===== src/ptdc_cfg.svh =====
// constants for the periodic tick down counter
`ifndef PTDC_CFG_SVH
`define PTDC_CFG_SVH
`define PTDC_CNT_W        24
`define PTDC_ADDR_W       4
`define PTDC_OFF_CTRL     4'h0
`define PTDC_OFF_RELOAD   4'h4
`define PTDC_OFF_CURRENT  4'h8
`define PTDC_OFF_STATUS   4'hc
`define PTDC_CTRL_EN_BIT  0
`define PTDC_CTRL_IE_BIT  1
`define PTDC_RELOAD_RST   24'hff_ffff
`define PTDC_UNMAPPED_VAL 32'hdead_0bad
`endif


===== src/ptdc_pkg.sv =====
// types for the periodic tick down counter
package ptdc_pkg;
  typedef enum logic [1:0] {
    PTDC_BUS_IDLE = 2'b00,
    PTDC_BUS_ACK  = 2'b01
  } ptdc_bus_state_type;
endpackage : ptdc_pkg


===== src/ptdc_timer.sv =====
// periodic tick down counter with avalon-mm registers
`timescale 1ns/100ps
`default_nettype none
`include "ptdc_cfg.svh"
module ptdc_timer
  import ptdc_pkg::*;
#(
  parameter int CNT_W = `PTDC_CNT_W
)
(
  // clock and reset
  input  wire logic               mclk_i,
  input  wire logic               rst_i,
  // avalon-mm slave
  input  wire logic [`PTDC_ADDR_W-1:0] avs_address_i,
  input  wire logic               avs_read_i,
  input  wire logic               avs_write_i,
  input  wire logic [31:0]        avs_writedata_i,
  input  wire logic [3:0]         avs_byteenable_i,
  output logic [31:0]             avs_readdata_o,
  output logic                    avs_waitrequest_o,
  // interrupt controller side
  input  wire logic               irq_ack_i,
  output logic                    irq_o
);
  // readback packs the count into the low 24 bits of the word
  if (CNT_W != `PTDC_CNT_W)
  begin : g_width_check
    $error("counter width must be 24");
  end

  // ----------------------------------------------------------------
  // register file
  // ----------------------------------------------------------------
  logic [CNT_W-1:0]   reload_reg;
  logic [CNT_W-1:0]   count_reg;
  logic               en_reg;
  logic               ie_reg;
  logic               wrap_reg;
  logic               roll_seen_reg;
  logic [31:0]        rdata_reg;
  ptdc_bus_state_type bus_reg;
  logic               acc;
  logic               wr_go;
  logic               rollover;

  // one wait cycle, answer on the second edge
  assign acc   = (avs_read_i | avs_write_i) && bus_reg == PTDC_BUS_IDLE;
  assign wr_go = avs_write_i && bus_reg == PTDC_BUS_ACK;
  assign avs_waitrequest_o = (avs_read_i | avs_write_i)
                             && bus_reg != PTDC_BUS_ACK;
  assign avs_readdata_o = rdata_reg;

  always_ff @(posedge mclk_i)
  begin
    if (rst_i)
      bus_reg <= PTDC_BUS_IDLE;
    else
    begin
      case (bus_reg)
        PTDC_BUS_IDLE: bus_reg <= acc ? PTDC_BUS_ACK : PTDC_BUS_IDLE;
        PTDC_BUS_ACK:  bus_reg <= PTDC_BUS_IDLE;
        default:       bus_reg <= PTDC_BUS_IDLE;
      endcase
    end
  end

  always_ff @(posedge mclk_i)
  begin
    if (rst_i)
    begin
      en_reg <= 1'b0;
      ie_reg <= 1'b0;
    end
    else if (wr_go && avs_address_i == `PTDC_OFF_CTRL
             && avs_byteenable_i[0])
    begin
      en_reg <= avs_writedata_i[`PTDC_CTRL_EN_BIT];
      ie_reg <= avs_writedata_i[`PTDC_CTRL_IE_BIT];
    end
  end

  // stored value is period minus one, so 1..2^24 all fit
  always_ff @(posedge mclk_i)
  begin
    if (rst_i)
      reload_reg <= `PTDC_RELOAD_RST;
    else if (wr_go && avs_address_i == `PTDC_OFF_RELOAD
             && avs_byteenable_i[2:0] == 3'h7)
      reload_reg <= avs_writedata_i[CNT_W-1:0];
  end

  // ----------------------------------------------------------------
  // down counter
  // ----------------------------------------------------------------
  // zero after clear reloads on first enabled clock
  assign rollover = en_reg && count_reg == '0 && !wrap_reg;

  always_ff @(posedge mclk_i)
  begin
    if (rst_i)
    begin
      count_reg <= '0;
      wrap_reg  <= 1'b1;
    end
    else if (wr_go && avs_address_i == `PTDC_OFF_CURRENT)
    begin
      count_reg <= '0;
      wrap_reg  <= 1'b1;
    end
    // resumes from held value; stopped when disabled
    else if (en_reg)
    begin
      // reload at zero; period read only here
      if (count_reg == '0)
        count_reg <= reload_reg;
      else
        count_reg <= count_reg - 1'b1;
      wrap_reg <= 1'b0;
    end
  end

  // rollover while enabled flags a tick
  always_ff @(posedge mclk_i)
  begin
    if (rst_i)
      roll_seen_reg <= 1'b0;
    else if (rollover)
      roll_seen_reg <= 1'b1;
    // cleared at the capture edge, so a tick cannot slip between
    else if (acc && avs_read_i && avs_address_i == `PTDC_OFF_STATUS)
      roll_seen_reg <= 1'b0;
  end

  // count can exceed the stored period minus one after it is lowered, until the next reload
  always_ff @(posedge mclk_i)
  begin
    if (rst_i)
      rdata_reg <= '0;
    // captured at the accept edge so data stand when wait drops
    else if (acc && avs_read_i)
    begin
      case (avs_address_i)
        `PTDC_OFF_CTRL:    rdata_reg <= {30'h0, ie_reg, en_reg};
        `PTDC_OFF_RELOAD:  rdata_reg <= {8'h0, reload_reg};
        `PTDC_OFF_CURRENT: rdata_reg <= {8'h0, count_reg};
        `PTDC_OFF_STATUS:  rdata_reg <= {31'h0, roll_seen_reg};
        default:           rdata_reg <= `PTDC_UNMAPPED_VAL;
      endcase
    end
  end

  // ----------------------------------------------------------------
  // interrupt request
  // ----------------------------------------------------------------
  // gated by irq enable; cleared by handler entry
  ptdc_irq_pend u_pend (
    .mclk_i   (mclk_i),
    .rst_i    (rst_i),
    .set_i    (rollover),
    .ack_i    (irq_ack_i),
    .int_en_i (ie_reg),
    .irq_o    (irq_o)
  );

  // ----------------------------------------------------------------
  // assertions
  // ----------------------------------------------------------------
  property p_clear_on_write;
    @(posedge mclk_i) disable iff (rst_i)
    wr_go && avs_address_i == `PTDC_OFF_CURRENT |=> count_reg == '0;
  endproperty
  a_clear_on_write: assert property (p_clear_on_write)
    else $error("current count not cleared by write");

  property p_reload_after_clear;
    @(posedge mclk_i) disable iff (rst_i)
    en_reg && count_reg == '0 && !(wr_go && avs_address_i ==
      `PTDC_OFF_CURRENT) |=> count_reg == $past(reload_reg);
  endproperty
  a_reload_after_clear: assert property (p_reload_after_clear)
    else $error("period not loaded at zero");

  property p_count_down;
    @(posedge mclk_i) disable iff (rst_i)
    en_reg && count_reg != '0 && !wr_go |=> count_reg ==
      $past(count_reg) - 1'b1;
  endproperty
  a_count_down: assert property (p_count_down)
    else $error("counter did not decrement");

  property p_hold_when_off;
    @(posedge mclk_i) disable iff (rst_i)
    !en_reg && !wr_go |=> $stable(count_reg);
  endproperty
  a_hold_when_off: assert property (p_hold_when_off)
    else $error("counter moved while disabled");

  property p_no_roll_off;
    @(posedge mclk_i) disable iff (rst_i)
    !en_reg |=> !$rose(u_pend.pend_reg);
  endproperty
  a_no_roll_off: assert property (p_no_roll_off)
    else $error("rollover while disabled");

  property p_irq_raise;
    @(posedge mclk_i) disable iff (rst_i)
    rollover && ie_reg ##1 ie_reg |-> irq_o;
  endproperty
  a_irq_raise: assert property (p_irq_raise)
    else $error("rollover did not raise interrupt");

  property p_irq_gate;
    @(posedge mclk_i) disable iff (rst_i)
    !ie_reg |-> !irq_o;
  endproperty
  a_irq_gate: assert property (p_irq_gate)
    else $error("interrupt passed while disabled");

  property p_irq_ack;
    @(posedge mclk_i) disable iff (rst_i)
    irq_ack_i && !rollover |=> !irq_o;
  endproperty
  a_irq_ack: assert property (p_irq_ack)
    else $error("interrupt not cleared on handler entry");

  // a nonzero count may only fall, hold or be cleared
  property p_range;
    @(posedge mclk_i) disable iff (rst_i)
    count_reg != '0 |=> count_reg <= $past(count_reg);
  endproperty
  a_range: assert property (p_range)
    else $error("counter moved upward");

  property p_rdata_count;
    @(posedge mclk_i) disable iff (rst_i)
    acc && avs_read_i && avs_address_i == `PTDC_OFF_CURRENT
      |=> avs_readdata_o == {8'h0, $past(count_reg)};
  endproperty
  a_rdata_count: assert property (p_rdata_count)
    else $error("current count read back wrong");

  property p_reload_write;
    @(posedge mclk_i) disable iff (rst_i)
    wr_go && avs_address_i == `PTDC_OFF_RELOAD
      && avs_byteenable_i[2:0] == 3'h7
      |=> {8'h0, reload_reg} == ($past(avs_writedata_i) & 32'h00ff_ffff);
  endproperty
  a_reload_write: assert property (p_reload_write)
    else $error("period not stored");

  property p_en_write;
    @(posedge mclk_i) disable iff (rst_i)
    wr_go && avs_address_i == `PTDC_OFF_CTRL && avs_byteenable_i[0]
      |=> {30'h0, ie_reg, en_reg} == ($past(avs_writedata_i) & 32'h3);
  endproperty
  a_en_write: assert property (p_en_write)
    else $error("control bits not stored");

  property p_seen_set;
    @(posedge mclk_i) disable iff (rst_i)
    rollover |=> roll_seen_reg;
  endproperty
  a_seen_set: assert property (p_seen_set)
    else $error("rollover not recorded");

  // only handler entry or the enable may drop a pending request
  property p_irq_hold;
    @(posedge mclk_i) disable iff (rst_i)
    irq_o && !irq_ack_i && !(wr_go && avs_address_i == `PTDC_OFF_CTRL)
      |=> irq_o;
  endproperty
  a_irq_hold: assert property (p_irq_hold)
    else $error("interrupt dropped without handler entry");

  property p_reset_state;
    @(posedge mclk_i) $fell(rst_i) |-> !en_reg && !ie_reg && !irq_o;
  endproperty
  a_reset_state: assert property (p_reset_state)
    else $error("reset state wrong");

  c_rollover: cover property (@(posedge mclk_i) rollover && ie_reg);
  c_clear: cover property (@(posedge mclk_i)
    wr_go && avs_address_i == `PTDC_OFF_CURRENT);
  c_ack: cover property (@(posedge mclk_i) irq_o ##1 irq_ack_i);
  c_first_load: cover property (@(posedge mclk_i) en_reg && wrap_reg);
  c_gated: cover property (@(posedge mclk_i) rollover && !ie_reg);
endmodule : ptdc_timer
`default_nettype wire


===== src/ptdc_irq_pend.sv =====
// pending flag for the rollover interrupt, cleared on handler entry
`timescale 1ns/100ps
`default_nettype none
module ptdc_irq_pend
  import ptdc_pkg::*;
(
  // clock and reset
  input  wire logic mclk_i,
  input  wire logic rst_i,
  // events
  input  wire logic set_i,
  input  wire logic ack_i,
  input  wire logic int_en_i,
  // request
  output logic      irq_o
);
  logic pend_reg;

  // set wins over a same-cycle handler acknowledge
  always_ff @(posedge mclk_i)
  begin
    if (rst_i)
      pend_reg <= 1'b0;
    else if (set_i)
      pend_reg <= 1'b1;
    else if (ack_i)
      pend_reg <= 1'b0;
  end

  assign irq_o = pend_reg & int_en_i;
endmodule : ptdc_irq_pend
`default_nettype wire


===== config.mk =====
export PLATFORM = sky130hd
export DESIGN_NAME = ptdc_timer
export DESIGN_NICKNAME = d
export VERILOG_FILES = /design/src/ptdc_pkg.sv /design/src/ptdc_timer.sv /design/src/ptdc_irq_pend.sv
export VERILOG_INCLUDE_DIRS = /design/src
export SDC_FILE = /design/constraint.sdc
export NUM_CORES = 1
export LEC_CHECK = 0
export ABC_AREA = 1
export BUFFER_PORTS_ARGS = -buffer_cell sky130_fd_sc_hd__buf_2
export CORE_MARGIN = 8
export CORE_UTILIZATION = 50
export CTS_CLUSTER_SIZE = 24
export DETAILED_ROUTE_END_ITERATION = 10
export MAX_ROUTING_LAYER = met4
export PLACE_DENSITY = 0.86
export SLEW_MARGIN = 25
export SYNTH_ARGS = -nofsm -noshare
export SYNTH_HDL_FRONTEND = slang
export SYNTH_HIERARCHICAL = 1
export SYNTH_SLANG_ARGS = --single-unit

===== constraint.sdc =====
create_clock -name mclk_i -period 1.6 [get_ports mclk_i]
set_clock_uncertainty 0.15 [all_clocks]
set_input_delay 0 -clock mclk_i [delete_from_list [all_inputs] [get_ports mclk_i]]
set_output_delay 0 -clock mclk_i [all_outputs]
set_load 0.005 [all_outputs]

=== Word-level counts from Yosys, hierarchy flattened ===
Index checks and enable logic that the tools add are counted.

* Multiplexer cells: 7
* Bitwise operators: 3
* Add/subtract/negate cells: 1
* Equality and inequality tests: 6
* Reduce and logical (&&, ||, !) cells: 20

{| class="wikitable"
|+ Operators with widths
! cell !! count
|-
| case mux 32 bit (4 select lines) || 1
|-
| logical NOT 24 bit || 1
|-
| two-way mux 24 bit || 1
|-
| subtractor 24 x 1 -> 24 bit (second input constant) || 1
|-
| logical AND 1 bit || 12
|-
| == test 4 bit (second input constant) || 2
|-
| two-way mux 1 bit || 5
|-
| == test 4 x 3 -> 1 bit (second input constant) || 1
|-
| logical NOT 4 bit || 1
|-
| nonzero test 2 bit || 2
|-
| OR reduction 2 bit || 2
|-
| == test 3 bit (second input constant) || 1
|-
| == test 2 x 1 -> 1 bit (second input constant) || 1
|-
| logical NOT 2 bit || 1
|-
| inequality test 2 x 1 -> 1 bit (second input constant) || 1
|-
| AND 1 bit || 1
|-
| logical NOT 1 bit || 1
|-
| NOT 1 bit || 1
|-
| bitwise OR 1 bit || 1
|}

* Flip-flop bits (word level): 87
* Word-level logic and storage cells: 46

=== Longest topological paths before layout ===
Gate-level depths: netlist of the first run.

* Depth in word-level cells: 6
* Mapped depth: 11
* Mapped depth without buffers: 10

=== Cells and area by module ===
Netlist of the first run, hierarchy kept.

{| class="wikitable"
|+ Modules (own cells, without submodules)
! module !! area an instance (um^2) !! times used !! cells each !! seq. area each (um^2)
|-
| ptdc_timer || 4070.2 || 1 || 626 || 1561.5
|-
| ptdc_irq_pend || 47.5 || 1 || 7 || 20.0
|}

=== Worst setup path before layout of the first run ===
No wires, ideal clock.

* Path kind: reg-to-reg
* From: register count_reg[0]
* To: register u_pend.pend_reg
* Data arrival time: 1455 ps
* Setup slack: -71 ps
* Stages on the path, launching flop included: 11
* Cell sequence: dfxtp_1 > inv_1 > ha_1 > nand3_1 > nor2_2 > nand3_2 > buf_2 > nand3b_1 > inv_1 > inv_1 > a21oi_2

* Longest elaborated chain between the ends: 4
* Elaborated cells between the ends (all ways): 5
* Those cells by class: mux (1); reduce/logical (4)

{| class="wikitable"
|+ RTL lines
! item !! RTL line !! RTL
|-
| start: declaration || ptdc_timer.sv:36 || <nowiki>logic [CNT_W-1:0] count_reg;</nowiki>
|-
| start signal: assignment || ptdc_timer.sv:116 || <nowiki>count_reg <= reload_reg;</nowiki>
|-
| start signal: assignment || ptdc_timer.sv:118 || <nowiki>count_reg <= count_reg - 1'b1;</nowiki>
|-
| logical NOT 24 bit (*) || ptdc_timer.sv:97 || <nowiki>assign rollover = en_reg && count_reg == '0 && !wrap_reg;</nowiki>
|-
| logical AND 1 bit (*) (2 in series) || ptdc_timer.sv:97 ||
|-
| via rollover || ptdc_timer.sv:45 || <nowiki>logic rollover;</nowiki>
|-
| two-way mux 1 bit or nonzero test 2 bit (tied branches) || -- ||
|-
| end signal: assignment || ptdc_irq_pend.sv:23 || <nowiki>pend_reg <= 1'b0;</nowiki>
|-
| end signal: assignment || ptdc_irq_pend.sv:25 || <nowiki>pend_reg <= 1'b1;</nowiki>
|-
| end signal: assignment || ptdc_irq_pend.sv:27 || <nowiki>pend_reg <= 1'b0;</nowiki>
|-
| end: declaration || ptdc_irq_pend.sv:17 || <nowiki>logic pend_reg;</nowiki>
|}

The timed path passes the listed nets; every way through them passes the cells marked *.
A chain may end at the register's enable or synchronous reset.

=== Final worst setup path of the first run ===
* From: register count_reg[0]
* To: register count_reg[2]

* Longest elaborated chain between the ends: 2
* Elaborated cells between the ends (all ways): 3
* Those cells by class: add/sub (1); mux (1); reduce/logical (1)

{| class="wikitable"
|+ RTL lines
! item !! RTL line !! RTL
|-
| subtractor 24 x 1 -> 24 bit or logical NOT 24 bit (tied branches) || ptdc_timer.sv:118, ptdc_timer.sv:115 ||
|-
| two-way mux 24 bit (*) || ptdc_timer.sv:115 || <nowiki>if (count_reg == '0)</nowiki>
|}

Every way passes the cells marked *; elsewhere a longest branch is shown, timed or not.

==> results of run 1 <==
[cell usage after synthesis, types with 2 or more instances]
master	instances	area (sq um)
ha_1	2	25.0
inv_1	65	244
o21ai_0	28	140
nor3_1	2	10.0
nand2_1	185	694
buf_6	2	22.5
buf_2	8	40.0
clkbuf_1	18	67.6
o211ai_1	26	195
nand4_1	9	56.3
buf_4	7	52.6
xnor2_1	3	26.3
nor2_1	83	312
nand3_1	39	195
a31oi_1	12	75.1
a21oi_1	39	195
nand3b_1	3	22.5
nor2_4	2	22.5
nor2_2	7	43.8
dfxtp_1	79	1580
inv_2	2	7.51
[kinds of logic after synthesis]
group           after synthesis  share of synthesized area, %
compound gates              112                          16.1
xor+xnor                      3                         0.638
fa+ha+maj                     2                         0.608
buf+inv                     103                          10.7
flops                        79                          38.4
other cells                   1                        0.0911
simple gates                333                          33.5
[power by group through the flow]
| stage | logic [mW] | clock network, mW | registers, mW |
|---|---|---|---|
| floorplan | 0.272 | 0 | 2.08 |
| global placement | 0.473 | 0 | 2.07 |
| detailed placement | 0.485 | 0 | 2.07 |
| CTS | 0.567 | 1.84 | 2.03 |
| global route | 0.667 | 1.95 | 2.03 |
| finish | 0.617 | 1.85 | 2.03 |
[metal layers]
metal	GRT usage, %	up-vias	wire length (um)
met5	-	-	0
met4	12.6	0	915
met3	3.96	94	1100
met2	41.7	260	7150
met1	26.2	2339	5720
li1	-	2343	-
[worst max-delay path, stage by stage, from the launching register on]
cell and delay, ps:
dfxtp_2 340, inv_4 80, ha_4 170, nand3_1 90, nor2_1 110, nand3_1 130
buf_6 180, nor2_1 150, nor2_1 60, nand2_1 80, a21oi_1 80
[worst max path at each step]
stage / from / end / slack, ps
after detailed placement: count_reg[0]$_SDFFE_PP0P_ / u_pend/pend_reg$_SDFFE_PP0P_ / -100
after global placement: count_reg[0]$_SDFFE_PP0P_ / count_reg[22]$_SDFFE_PP0P_ / -60
after floorplan: count_reg[0]$_SDFFE_PP0P_ / u_pend/pend_reg$_SDFFE_PP0P_ / 5
after global routing: count_reg[1]$_SDFFE_PP0P_ / count_reg[2]$_SDFFE_PP0P_ / -200
final: count_reg[0]$_SDFFE_PP0P_ / count_reg[2]$_SDFFE_PP0P_ / -140
after CTS: count_reg[1]$_SDFFE_PP0P_ / u_pend/pend_reg$_SDFFE_PP0P_ / -30
[final cells by class]
class / count / area (sq um) / share of cell area, %
repair buffers: 178 / 1320 / 22.3
clock buffers: 10 / 128 / 2.16
clock inverters: 6 / 116 / 1.97
inverters: 67 / 256 / 4.34
well taps: 105 / 131 / 2.22
multi-input cells: 452 / 2360 / 40.0
flip-flops and latches: 79 / 1600 / 27.0
[timing repair]
| action | CTS | global route |
|---|---|---|
| endpoints found under the hold margin | 41 | 1 |
| hold buffers | 33 | 1 |
| pin swaps | 5 | 11 |
| gates resized for setup | 23 | 65 |
| buffers inserted | 1 | 2 |
| gates cloned | 1 | 0 |
| setup endpoints to repair | 22 | 26 |
==> results by group, run 1 <==
Clock tree
  – Worst-skew pair later-pin latency: 360 ps
  – H-Tree Depth: 3
  – Clk root buf: clkbuf_8
  – TritonCTS Buffers: 9
  – Clock Tree Buf Depth: 2
  – CTS sink cnt: 79
  – CTS tree: built
  – Clock-pin slew on the worst setup and hold paths: 100 ps

Finish
  – Layout cells sized above 1: 29.8%
  – Post-layout util: approximately 73%
  – Fillers: 606
  – Max reg flops: 25
  – Ant. Diodes: 0
  – Most frequent cells in the layout: nand2_1, dfxtp_1, buf_2, buf_4, inv_1
  – Commonest non-fill, non-tap cell in the layout: nand2_1
  – Synth-to-Final Area Change: 43.6%
  – Final Net Count: 834
  – Cell area after layout: around 5900 sq um
  – Non-filler cells, final: 897

Die
  – Chip Width: approximately 110 um
  – Num rows: 33
  – Die area: 11400 sq um
  – Core area: ~8000 sq um
  – Initial core utilization: between 50% and 60%
  – Total I/O pin count: 79
  – Die H: 107 um

Run status
  – Status: finished, violations left
  – Failing checks: hold timing, setup timing

Place
  – Post-DP Area: ~5000 sq um
  – GP Congestion: 0.967
  – Dpl hpwl: 9250 um
  – IO Port Bufs: 67
  – Setup Slack @ Placement: -95.9 ps
  – Post-Place Cells: about 840

Power
  – Sequential power share: 45.2%
  – Internal: 3.33 mW
  – Cell area power density: roughly 760 nW/um^2
  – Peak VDD IR: between 0.0004 and 0.0005 V
  – Logic pwr share: 13.7%
  – Clock power frac: 41.1%
  – Net Switching: 1.16 mW
  – Sw Ratio: 25.8%
  – Leakage power: 2.98 nW
  – Tot Pwr: about 4.5 mW

Timing
  – Final min period: around 1700 ps
  – Final setup violation count: 26
  – Max transition margin: 62.4%
  – Worst-Margin Slew: around 560 ps
  – Unrepaired setup endpoints after global routing: yes
  – Fmax achieved: 573 MHz
  – WHS: -51.6 ps
  – Worst Slack Setup Final: -144 ps
  – Final Max Tran Viols: 0
  – Final Cycle Share: 109%
  – Setup TNS: -1510 ps
  – Fin. Hold Viols: 3

Route
  – DRT Wirelength: approximately 15000 um
  – Via count: 5036
  – DRC violation count after routing: 0
  – 1st-iter DRT viols: 385
  – Vias per inst: 5.61
  – Initial DRT Pass Iterations: 5
  – WL/cell: 16.6 um
  – Final antenna-violating net count: 0

Critical path
  – CP Capture Type: flip-flop
  – R2r setup slk: -140 ps
  – Arrival @ worst endpoint: around 1800 ps
  – Worst Path Max Fanout: 7
  – Nature of the critical path startpoint: flip-flop
  – Worst r2r path cells: 10
  – Reg-to-Reg End: count_reg[2]$_SDFFE_PP0P_
  – Required @ worst endpoint: 1700 ps
  – Critical path start-end classification: flip-flop to flip-flop
  – Reg2Reg Launch Point: count_reg[0]$_SDFFE_PP0P_

Synth
  – Syn. warnings: 6
  – Register area share after synthesis: 38.4%
  – Ys async rst share: 0%
  – Mapped Area: 4120 sq um
  – Avg Synthesized Cell Area: 6.51 sq um
  – Ys flop type: dfxtp_1
  – Cells after Synth: approximately 630
  – Synth Register Bits: 79
  – EDFF count, synth: 0
  – Cell variety after synth: 33

Global routing
  – Global-route wire length before repair: roughly 22000 um
  – Grt total ovfl: 0
  – Tot GR Track Use: 24.2%
  – Vias in the first global route: 4752
  – Initial antenna violation count: 0
  – Largest net degree at the start of global routing: 49

Min path
  – Hold Path End: avs_readdata_o[0]$_SDFFE_PP0P_
  – Hold path depth: 6
  – Worst min path class: input pin to flip-flop
  – Worst hold start: avs_address_i[3]

Run
  – Max-cap violations: 0
Note: power is estimated with default switching activity, not from simulation.
==> inputs of run 2 (changes only) <==
BUFFER_PORTS_ARGS = default   (was -buffer_cell sky130_fd_sc_hd__buf_2)
CAP_MARGIN = 5   (was default)
CORE_UTILIZATION = 57   (was 50)
DONT_BUFFER_PORTS = 1   (was default)
PLACE_DENSITY = 0.85   (was 0.86)
==> run 2 against run 1 <==
Effect of this change: the run still ends with hold timing, setup timing left; largest cell class unchanged; utilization grew 6.0 points; final cell count shrank 7.5%; first-iteration DRC count grew 37%; critical path type unchanged; sequential share of layout area grew 1.2 points; die area shrank 10%; hold slack lost 420 ps; total power shrank 10%; via count shrank 6.3%.
==> results by group, run 2 (synthesized netlist as in run 1, its figures left out) <==
Place
  – Dpl hpwl: 8730 um (-5.6%)
  – IO Port Bufs: 0 (-100%)
  – GP Congestion: 0.894 (-7.6%)
  – Post-DP Area: 4630 sq um (-7.5%)

Global routing
  – Largest net degree at the start of global routing: 49 (unchanged)
  – Global-route wire length before repair: 20500 um (-7.1%)
  – Initial antenna violation count: 0 (unchanged)
  – Tot GR Track Use: 26.2% (+2.0 points)
  – Vias in the first global route: 4299 (-9.5%)
  – Grt total ovfl: 0 (unchanged)

Timing
  – Final min period: 1750 ps (+7.74 ps)
  – Fin. Hold Viols: 16 (+13)
  – WHS: -477 ps (-425 ps)
  – Unrepaired setup endpoints after global routing: yes
  – Setup TNS: -2670 ps (-1160 ps)
  – Fmax achieved: 571 MHz (-0.44%)
  – Final setup violation count: 26 (unchanged)
  – Final Max Tran Viols: 0 (unchanged)
  – Worst Slack Setup Final: -151 ps (-7.74 ps)
  – Final Cycle Share: 109% (+0.48 points)

Finish
  – Fillers: 498 (-18%)
  – Multi-input logic area: 2410 sq um (+1.9%)
  – Most frequent cells in the layout: nand2_1, dfxtp_1, buf_4
  – Cell area after layout: 5640 sq um (-4.5%)
  – Synth-to-Final Area Change: 37.1%
  – Layout cells sized above 1: 25.3% (-4.5 points)
  – Ant. Diodes: 0 (unchanged)
  – Final Net Count: 773 (-7.3%)
  – Commonest non-fill, non-tap cell in the layout: nand2_1
  – Post-layout util: 79.1% (+6.0 points)
  – Register area: 1590 sq um (-0.24%)
  – Max reg flops: 25 (unchanged)

Clock tree
  – Worst-skew pair later-pin latency: 370 ps (about the same)
  – Clock Tree Buf Depth: 2 (unchanged)
  – Clk root buf: clkbuf_8
  – TritonCTS Buffers: 9 (unchanged)
  – CTS tree: built
  – Clock-pin slew on the worst setup and hold paths: 100 ps (about the same)
  – H-Tree Depth: 3 (unchanged)
  – CTS sink cnt: 79 (unchanged)

Power
  – Tot Pwr: 4.03 mW (-10%)
  – Leakage power: 2.64 nW (-11%)
  – Peak VDD IR: 0.000587 V (+31%)
  – Cell area power density: 714 nW/um^2 (-6.1%)

Route
  – Via count: 4717 (-6.3%)
  – DRC violation count after routing: 0 (unchanged)
  – Initial DRT Pass Iterations: 5 (unchanged)
  – DRT Wirelength: 14100 um (-5.4%)
  – Vias per inst: 5.68 (+1.2%)
  – 1st-iter DRT viols: 529 (+37%)
  – Final antenna-violating net count: 0 (unchanged)
  – WL/cell: 17.0 um (+2.2%)

Critical path
  – Bufs and invs on worst path: 3 (+1)
  – Origin of the worst setup path: count_reg[0]$_SDFFE_PP0P_
  – Required @ worst endpoint: 1740 ps (+40 ps)
  – Arrival @ worst endpoint: 1890 ps (+50 ps)
  – Critical path start-end classification: flip-flop to flip-flop
  – CP max-delay cell: dfxtp_2
  – CP Capture Type: flip-flop
  – Worst r2r path cells: 11 (+1)
  – Reg2Reg Launch Point: count_reg[0]$_SDFFE_PP0P_
  – R2r setup slk: -150 ps (about the same)
  – Worst Path Max Fanout: 7 (unchanged)
  – Critical Path Max Stage Delay: 350 ps (about the same)
  – CP top delay family: simple AND/OR/NAND/NOR gates
  – CP Capture Point: count_reg[3]$_SDFFE_PP0P_
  – Reg-to-Reg End: count_reg[3]$_SDFFE_PP0P_
  – Cell count along the critical path: 11 (+1)
  – Most frequent CP cell: nor2_1
  – Nature of the critical path startpoint: flip-flop
  – CP Cell Sequence: inv_2 > ha_4 > buf_4 > nand3_1 > nor2_1 > nand3_1 > buf_6 > nor2_1 > nor2_1 > nand2_1 > a21oi_1

Die
  – Total I/O pin count: 79 (unchanged)
  – Num rows: 31 (-6.1%)
  – Chip Width: 101 um (-5.4%)
  – Die area: 10200 sq um (-10%)
  – Initial core utilization: 57.7% (+6.8 points)
  – Core area: 7140 sq um (-12%)
  – Die H: 101 um (-5.4%)

Run status
  – Status: finished, violations left
  – Failing checks: hold timing, setup timing

Run
  – Max-cap violations: 0 (unchanged)

Min path
  – Worst min path class: input pin to flip-flop
## run 2: cell count changes in the layout (fill, tap and decap cells not counted), moves of 4 or more
cell	delta
nor2_2	+4
nor2_1	-6
buf_2	-68
nand2_1	-6
nand2_2	+6
## run 2: metrics by stage
step                      worst slack [ps]  std cells
final                                 -151        830
after global routing                  -195        830
after CTS                            -18.3        819
after detailed placement              -117        765
after global placement                -118        765
after floorplan                       5.37        634
## run 2: how the worst min path moves through the flow
stage               startpoint                      endpoint  slack [ps]  depth (start not counted)
finish                   rst_i  u_pend/pend_reg$_SDFFE_PP0P_        -480                          1
global route             rst_i  u_pend/pend_reg$_SDFFE_PP0P_        -490                          1
CTS                      rst_i  u_pend/pend_reg$_SDFFE_PP0P_        -470                          1
detailed placement       rst_i  u_pend/pend_reg$_SDFFE_PP0P_         -80                          1
global placement         rst_i  u_pend/pend_reg$_SDFFE_PP0P_         -80                          1
floorplan                rst_i  u_pend/pend_reg$_SDFFE_PP0P_         -90                          1
## run 2: per-layer routing
layer | GRT usage, % | vias to the layer above | wire length, um
li1 | - | 2218 | -
met1 | 28.3 | 2180 | 5330
met2 | 45.0 | 256 | 6950
met3 | 4.77 | 63 | 1210
met4 | 13.5 | 0 | 593
met5 | - | - | 0
## run 2: power breakdown
| group | switching (mW) | total, mW | internal, mW | leakage (nW) |
|---|---|---|---|---|
| registers | 0.0402 | 2.04 | 2.00 | 0.644 |
| clock network | 0.804 | 1.42 | 0.617 | 0.0861 |
| logic | 0.311 | 0.563 | 0.251 | 1.91 |
## run 2: repair_timing
action                                  4_1_cts  5_1_grt
endpoints found under the hold margin        79       16
gates resized for setup                      32       69
pin swaps                                     7       17
endpoints found under the setup margin       22       52
hold buffers                                 33        2
setup buffers                                 5        7
cloned                                        0        2
## run 2: area by class of cell
cell class                 count  area share, %
multi-input combinational    452           42.7
timing repair buffer         117           19.1
tap                           99           2.19
sequential                    79           28.2
inverter                      67           4.59
clock inverter                 5          0.732
clock buffer                  11           2.50
==> inputs of run 3 (changes only) <==
--- a/config.mk
+++ b/config.mk
@@ -7,9 +7,8 @@
 export NUM_CORES = 1
 export LEC_CHECK = 0
-export ABC_AREA = 1
 export CAP_MARGIN = 5
 export CORE_MARGIN = 8
 export CORE_UTILIZATION = 57
-export CTS_CLUSTER_SIZE = 24
+export CTS_CLUSTER_SIZE = 14
 export DETAILED_ROUTE_END_ITERATION = 10
 export DONT_BUFFER_PORTS = 1
--- a/constraint.sdc
+++ b/constraint.sdc
@@ -3,3 +3,3 @@
 set_input_delay 0 -clock mclk_i [delete_from_list [all_inputs] [get_ports mclk_i]]
 set_output_delay 0 -clock mclk_i [all_outputs]
-set_load 0.005 [all_outputs]
+set_load 0.05 [all_outputs]
==> run 3 against run 2 <==
Effect of this change: the flow still finishes with violations (hold timing, setup timing); sequential share of layout area down 1.9 points; area after synthesis down 6.9%; sequential power about the same; worst setup slack worse by 460 ps; global-route usage up 3.5 points; clock power up 32%; routed wire length up 31%.
==> results by group, run 3 <==
Timing
  – Final setup violation count: 58 (+120%)
  – Final Cycle Share: 138% (+29 points)
  – WHS: -189 ps (+288 ps)
  – Max transition margin: 63.3%
  – Final min period: 2210 ps (+457 ps)
  – Unrepaired setup endpoints after global routing: yes
  – Fmax achieved: 453 MHz (-21%)
  – Worst Slack Setup Final: -608 ps (-457 ps)
  – Final Max Tran Viols: 0 (unchanged)
  – Worst-Margin Slew: 543 ps
  – Fin. Hold Viols: 54 (+38)

Min path
  – Worst min path class: input pin to flip-flop
  – Worst hold start: rst_i

Critical path
  – Arrival @ worst endpoint: 2320 ps (+430 ps)
  – Worst Path Max Fanout: 2 (-5)
  – CP Capture Type: flip-flop
  – CP Cell Sequence: nor4_2 > buf_4 > buf_6 > nand4_1 > or2_4 > mux2_4 > a32o_1
  – CP max-delay cell: dfxtp_2
  – Required @ worst endpoint: 1710 ps (-30 ps)
  – Nature of the critical path startpoint: flip-flop
  – CP Capture Point: count_reg[12]$_SDFFE_PP0P_
  – Reg2Reg Launch Point: count_reg[15]$_SDFFE_PP0P_
  – Critical Path Max Stage Delay: 330 ps (-20 ps)
  – Origin of the worst setup path: count_reg[15]$_SDFFE_PP0P_
  – R2r setup slk: -610 ps (-460 ps)
  – Worst r2r path cells: 7 (-4)
  – Reg-to-Reg End: count_reg[12]$_SDFFE_PP0P_
  – Critical path start-end classification: flip-flop to flip-flop

Die
  – Core area: 6640 sq um (-6.9%)
  – Total I/O pin count: 79 (unchanged)
  – Die area: 9610 sq um (-5.8%)
  – Chip Width: 98.0 um (-3.0%)
  – Die H: 98.0 um (-3.0%)
  – Initial core utilization: 57.7% (about the same)
  – Num rows: 30 (-3.2%)

Power
  – Cell area power density: 767 nW/um^2 (+7.4%)
  – Peak VDD IR: 0.000586 V (-0.17%)
  – Leakage power: 2.65 nW (+0.32%)

Synth
  – Cell taking the most area after synthesis: dfxtp_1
  – EDFF count, synth: 0 (unchanged)
  – Ys async rst share: 0% (unchanged)
  – Register area share after synthesis: 41.3% (+2.8 points)
  – Cell variety after synth: 57 (+73%)
  – Cells after Synth: 435 (-31%)
  – Top-count cell post-synth: dfxtp_1
  – Ys flop type: dfxtp_1
  – Mapped Area: 3830 sq um (-6.9%)
  – Commonest cells post-synth: dfxtp_1, nor2_1, nor2b_1
  – Largest cells by area after synthesis: dfxtp_1, a211o_1, nor2_1, nor2b_1, nor3_1
  – Syn. warnings: 6 (unchanged)
  – Synth Register Bits: 79 (unchanged)
  – Avg Synthesized Cell Area: 8.81 sq um (+35%)
  – Top-area cell type share of the netlist area: 41.3% (+2.8 points)

Clock tree
  – Hold-fix buffers at CTS: 32 (-3.0%)
  – CTS sink cnt: 79 (unchanged)
  – H-Tree Depth: 3 (unchanged)
  – Worst-skew pair later-pin latency: 370 ps (about the same)
  – Clk root buf: clkbuf_8
  – Clock-pin slew on the worst setup and hold paths: 90 ps (about the same)
  – CTS tree: built
  – TritonCTS Buffers: 9 (unchanged)
  – Clock Tree Buf Depth: 2 (unchanged)

Route
  – Via count: 4807 (+1.9%)
  – Final antenna-violating net count: 0 (unchanged)
  – Initial DRT Pass Iterations: 7 (+2)
  – DRT Wirelength: 18500 um (+31%)
  – Vias per inst: 7.36 (+30%)
  – DRC violation count after routing: 0 (unchanged)
  – WL/cell: 28.3 um (+67%)
  – 1st-iter DRT viols: 773 (+46%)

Run
  – Max-cap violations: 0 (unchanged)

Finish
  – Register area: 1600 sq um (+0.39%)
  – Most frequent cells in the layout: buf_4, dfxtp_1, nor2_1
  – Layout cells sized above 1: 43.1% (+18 points)
  – Fillers: 234 (-53%)
  – Ant. Diodes: 0 (unchanged)
  – Commonest non-fill, non-tap cell in the layout: buf_4
  – Multi-input logic area: 2620 sq um (+8.7%)
  – Synth-to-Final Area Change: 58.5%
  – Final Net Count: 615 (-20%)
  – Max reg flops: 25 (unchanged)
  – Post-layout util: 91.5% (+12 points)
  – Non-filler cells, final: 653 (-21%)

Global routing
  – Largest net degree at the start of global routing: 57 (+16%)
  – Vias in the first global route: 4205 (-2.2%)
  – Global-route wire length before repair: 22200 um (+8.2%)
  – Initial antenna violation count: 0 (unchanged)
  – Grt total ovfl: 0 (unchanged)
  – Tot GR Track Use: 29.7% (+3.5 points)

Place
  – IO Port Bufs: 0 (unchanged)
  – Post-Place Cells: 585 (-24%)
  – GP Congestion: 1.01 (+13%)
  – Dpl hpwl: 8520 um (-2.4%)

Run status
  – Failing checks: hold timing, setup timing
  – Status: finished, violations left
[run 3: cell count changes in the layout (fill, tap and decap cells not counted), moves of 20 or more]
cell / change
nor2_2: -26
nand2_1: -163
buf_4: +32
a211o_1: +25
a21oi_1: -24
nand3_1: -23
o211ai_1: -25
o21ai_0: -20
inv_1: -57
[run 3: worst max-delay path, delay by kind of cell, from the launching register on]
family | cells | cell delay [ps]
buffers and inverters | 2 | 280
AO/OA/AOI/OAI | 1 | 200
AND/OR/NAND/NOR | 3 | 830
flip-flops | 1 | 330
multiplexers | 1 | 300
[run 3: logic make-up after synthesis]
group	share of synthesized area (%)
buffers and inverters	5.74
other	0.0978
flip-flops	41.3
multiplexers	3.10
adder cells (fa/ha/maj)	0.653
AO/OA/AOI/OAI	24.4
AND/OR/NAND/NOR	24.7
[run 3: timing repair]
item                                    in CTS  in global routing
hold endpoints to repair                    75                 54
gates cloned                                 2                  3
resized for setup                           68                 63
setup buffers                                8                  9
endpoints found under the setup margin      55                 73
pin swaps                                   40                 56
[run 3: worst min-delay path by stage]
stage	to	slack (ps)	cells past startpoint
after global placement	u_pend/pend_reg$_SDFFE_PP0P_	-80	1
after floorplan	u_pend/pend_reg$_SDFFE_PP0P_	-90	1
after global routing	avs_readdata_o[6]$_SDFFE_PP0P_	-180	2
after detailed placement	u_pend/pend_reg$_SDFFE_PP0P_	-80	1
after CTS	u_pend/pend_reg$_SDFFE_PP0P_	-210	2
final	avs_readdata_o[6]$_SDFFE_PP0P_	-190	2
[run 3: per-layer routing]
metal | vias to the layer above | share of wire (%) | track usage, %
met3 | 183 | 14 | 7.40
met4 | 0 | 8.6 | 13.9
met1 | 2206 | 34 | 34.2
li1 | 1899 | - | -
met2 | 519 | 44 | 47.5
met5 | - | 0 | -
[run 3: final cells by class]
cell class,instances,area share [%]
multi-input cells,309,43.1
flip-flops and latches,79,26.3
repair buffers,161,24.4
clock buffers,9,2.04
clock inverters,7,1.98
well taps,80,1.65
inverters,8,0.556
[run 3: per-stage QoR]
step / setup WS, ps / hold WS (ps) / area (sq um) / setup TNS (ps) / total power, mW
6_report: -608 / -189 / 6080 / -15100 / 4.66
3_5_place_dp: -496 / -80.7 / 4700 / -11740 / 2.59
4_1_cts: -405 / -205 / 5660 / -11230 / 4.53
3_3_place_gp: -440 / -81.6 / 4700 / -10160 / 2.58
2_1_floorplan: -476 / -87.6 / 3940 / -7540 / 2.45
5_1_grt: -643 / -183 / 6080 / -16880 / 4.73
[run 3: power breakdown]
part / internal, mW / switching [mW] / total, mW
Clock: 1.04 / 0.831 / 1.87
Sequential: 2.00 / 0.0285 / 2.03
Combinational: 0.297 / 0.457 / 0.754
Total: 3.34 / 1.32 / 4.66
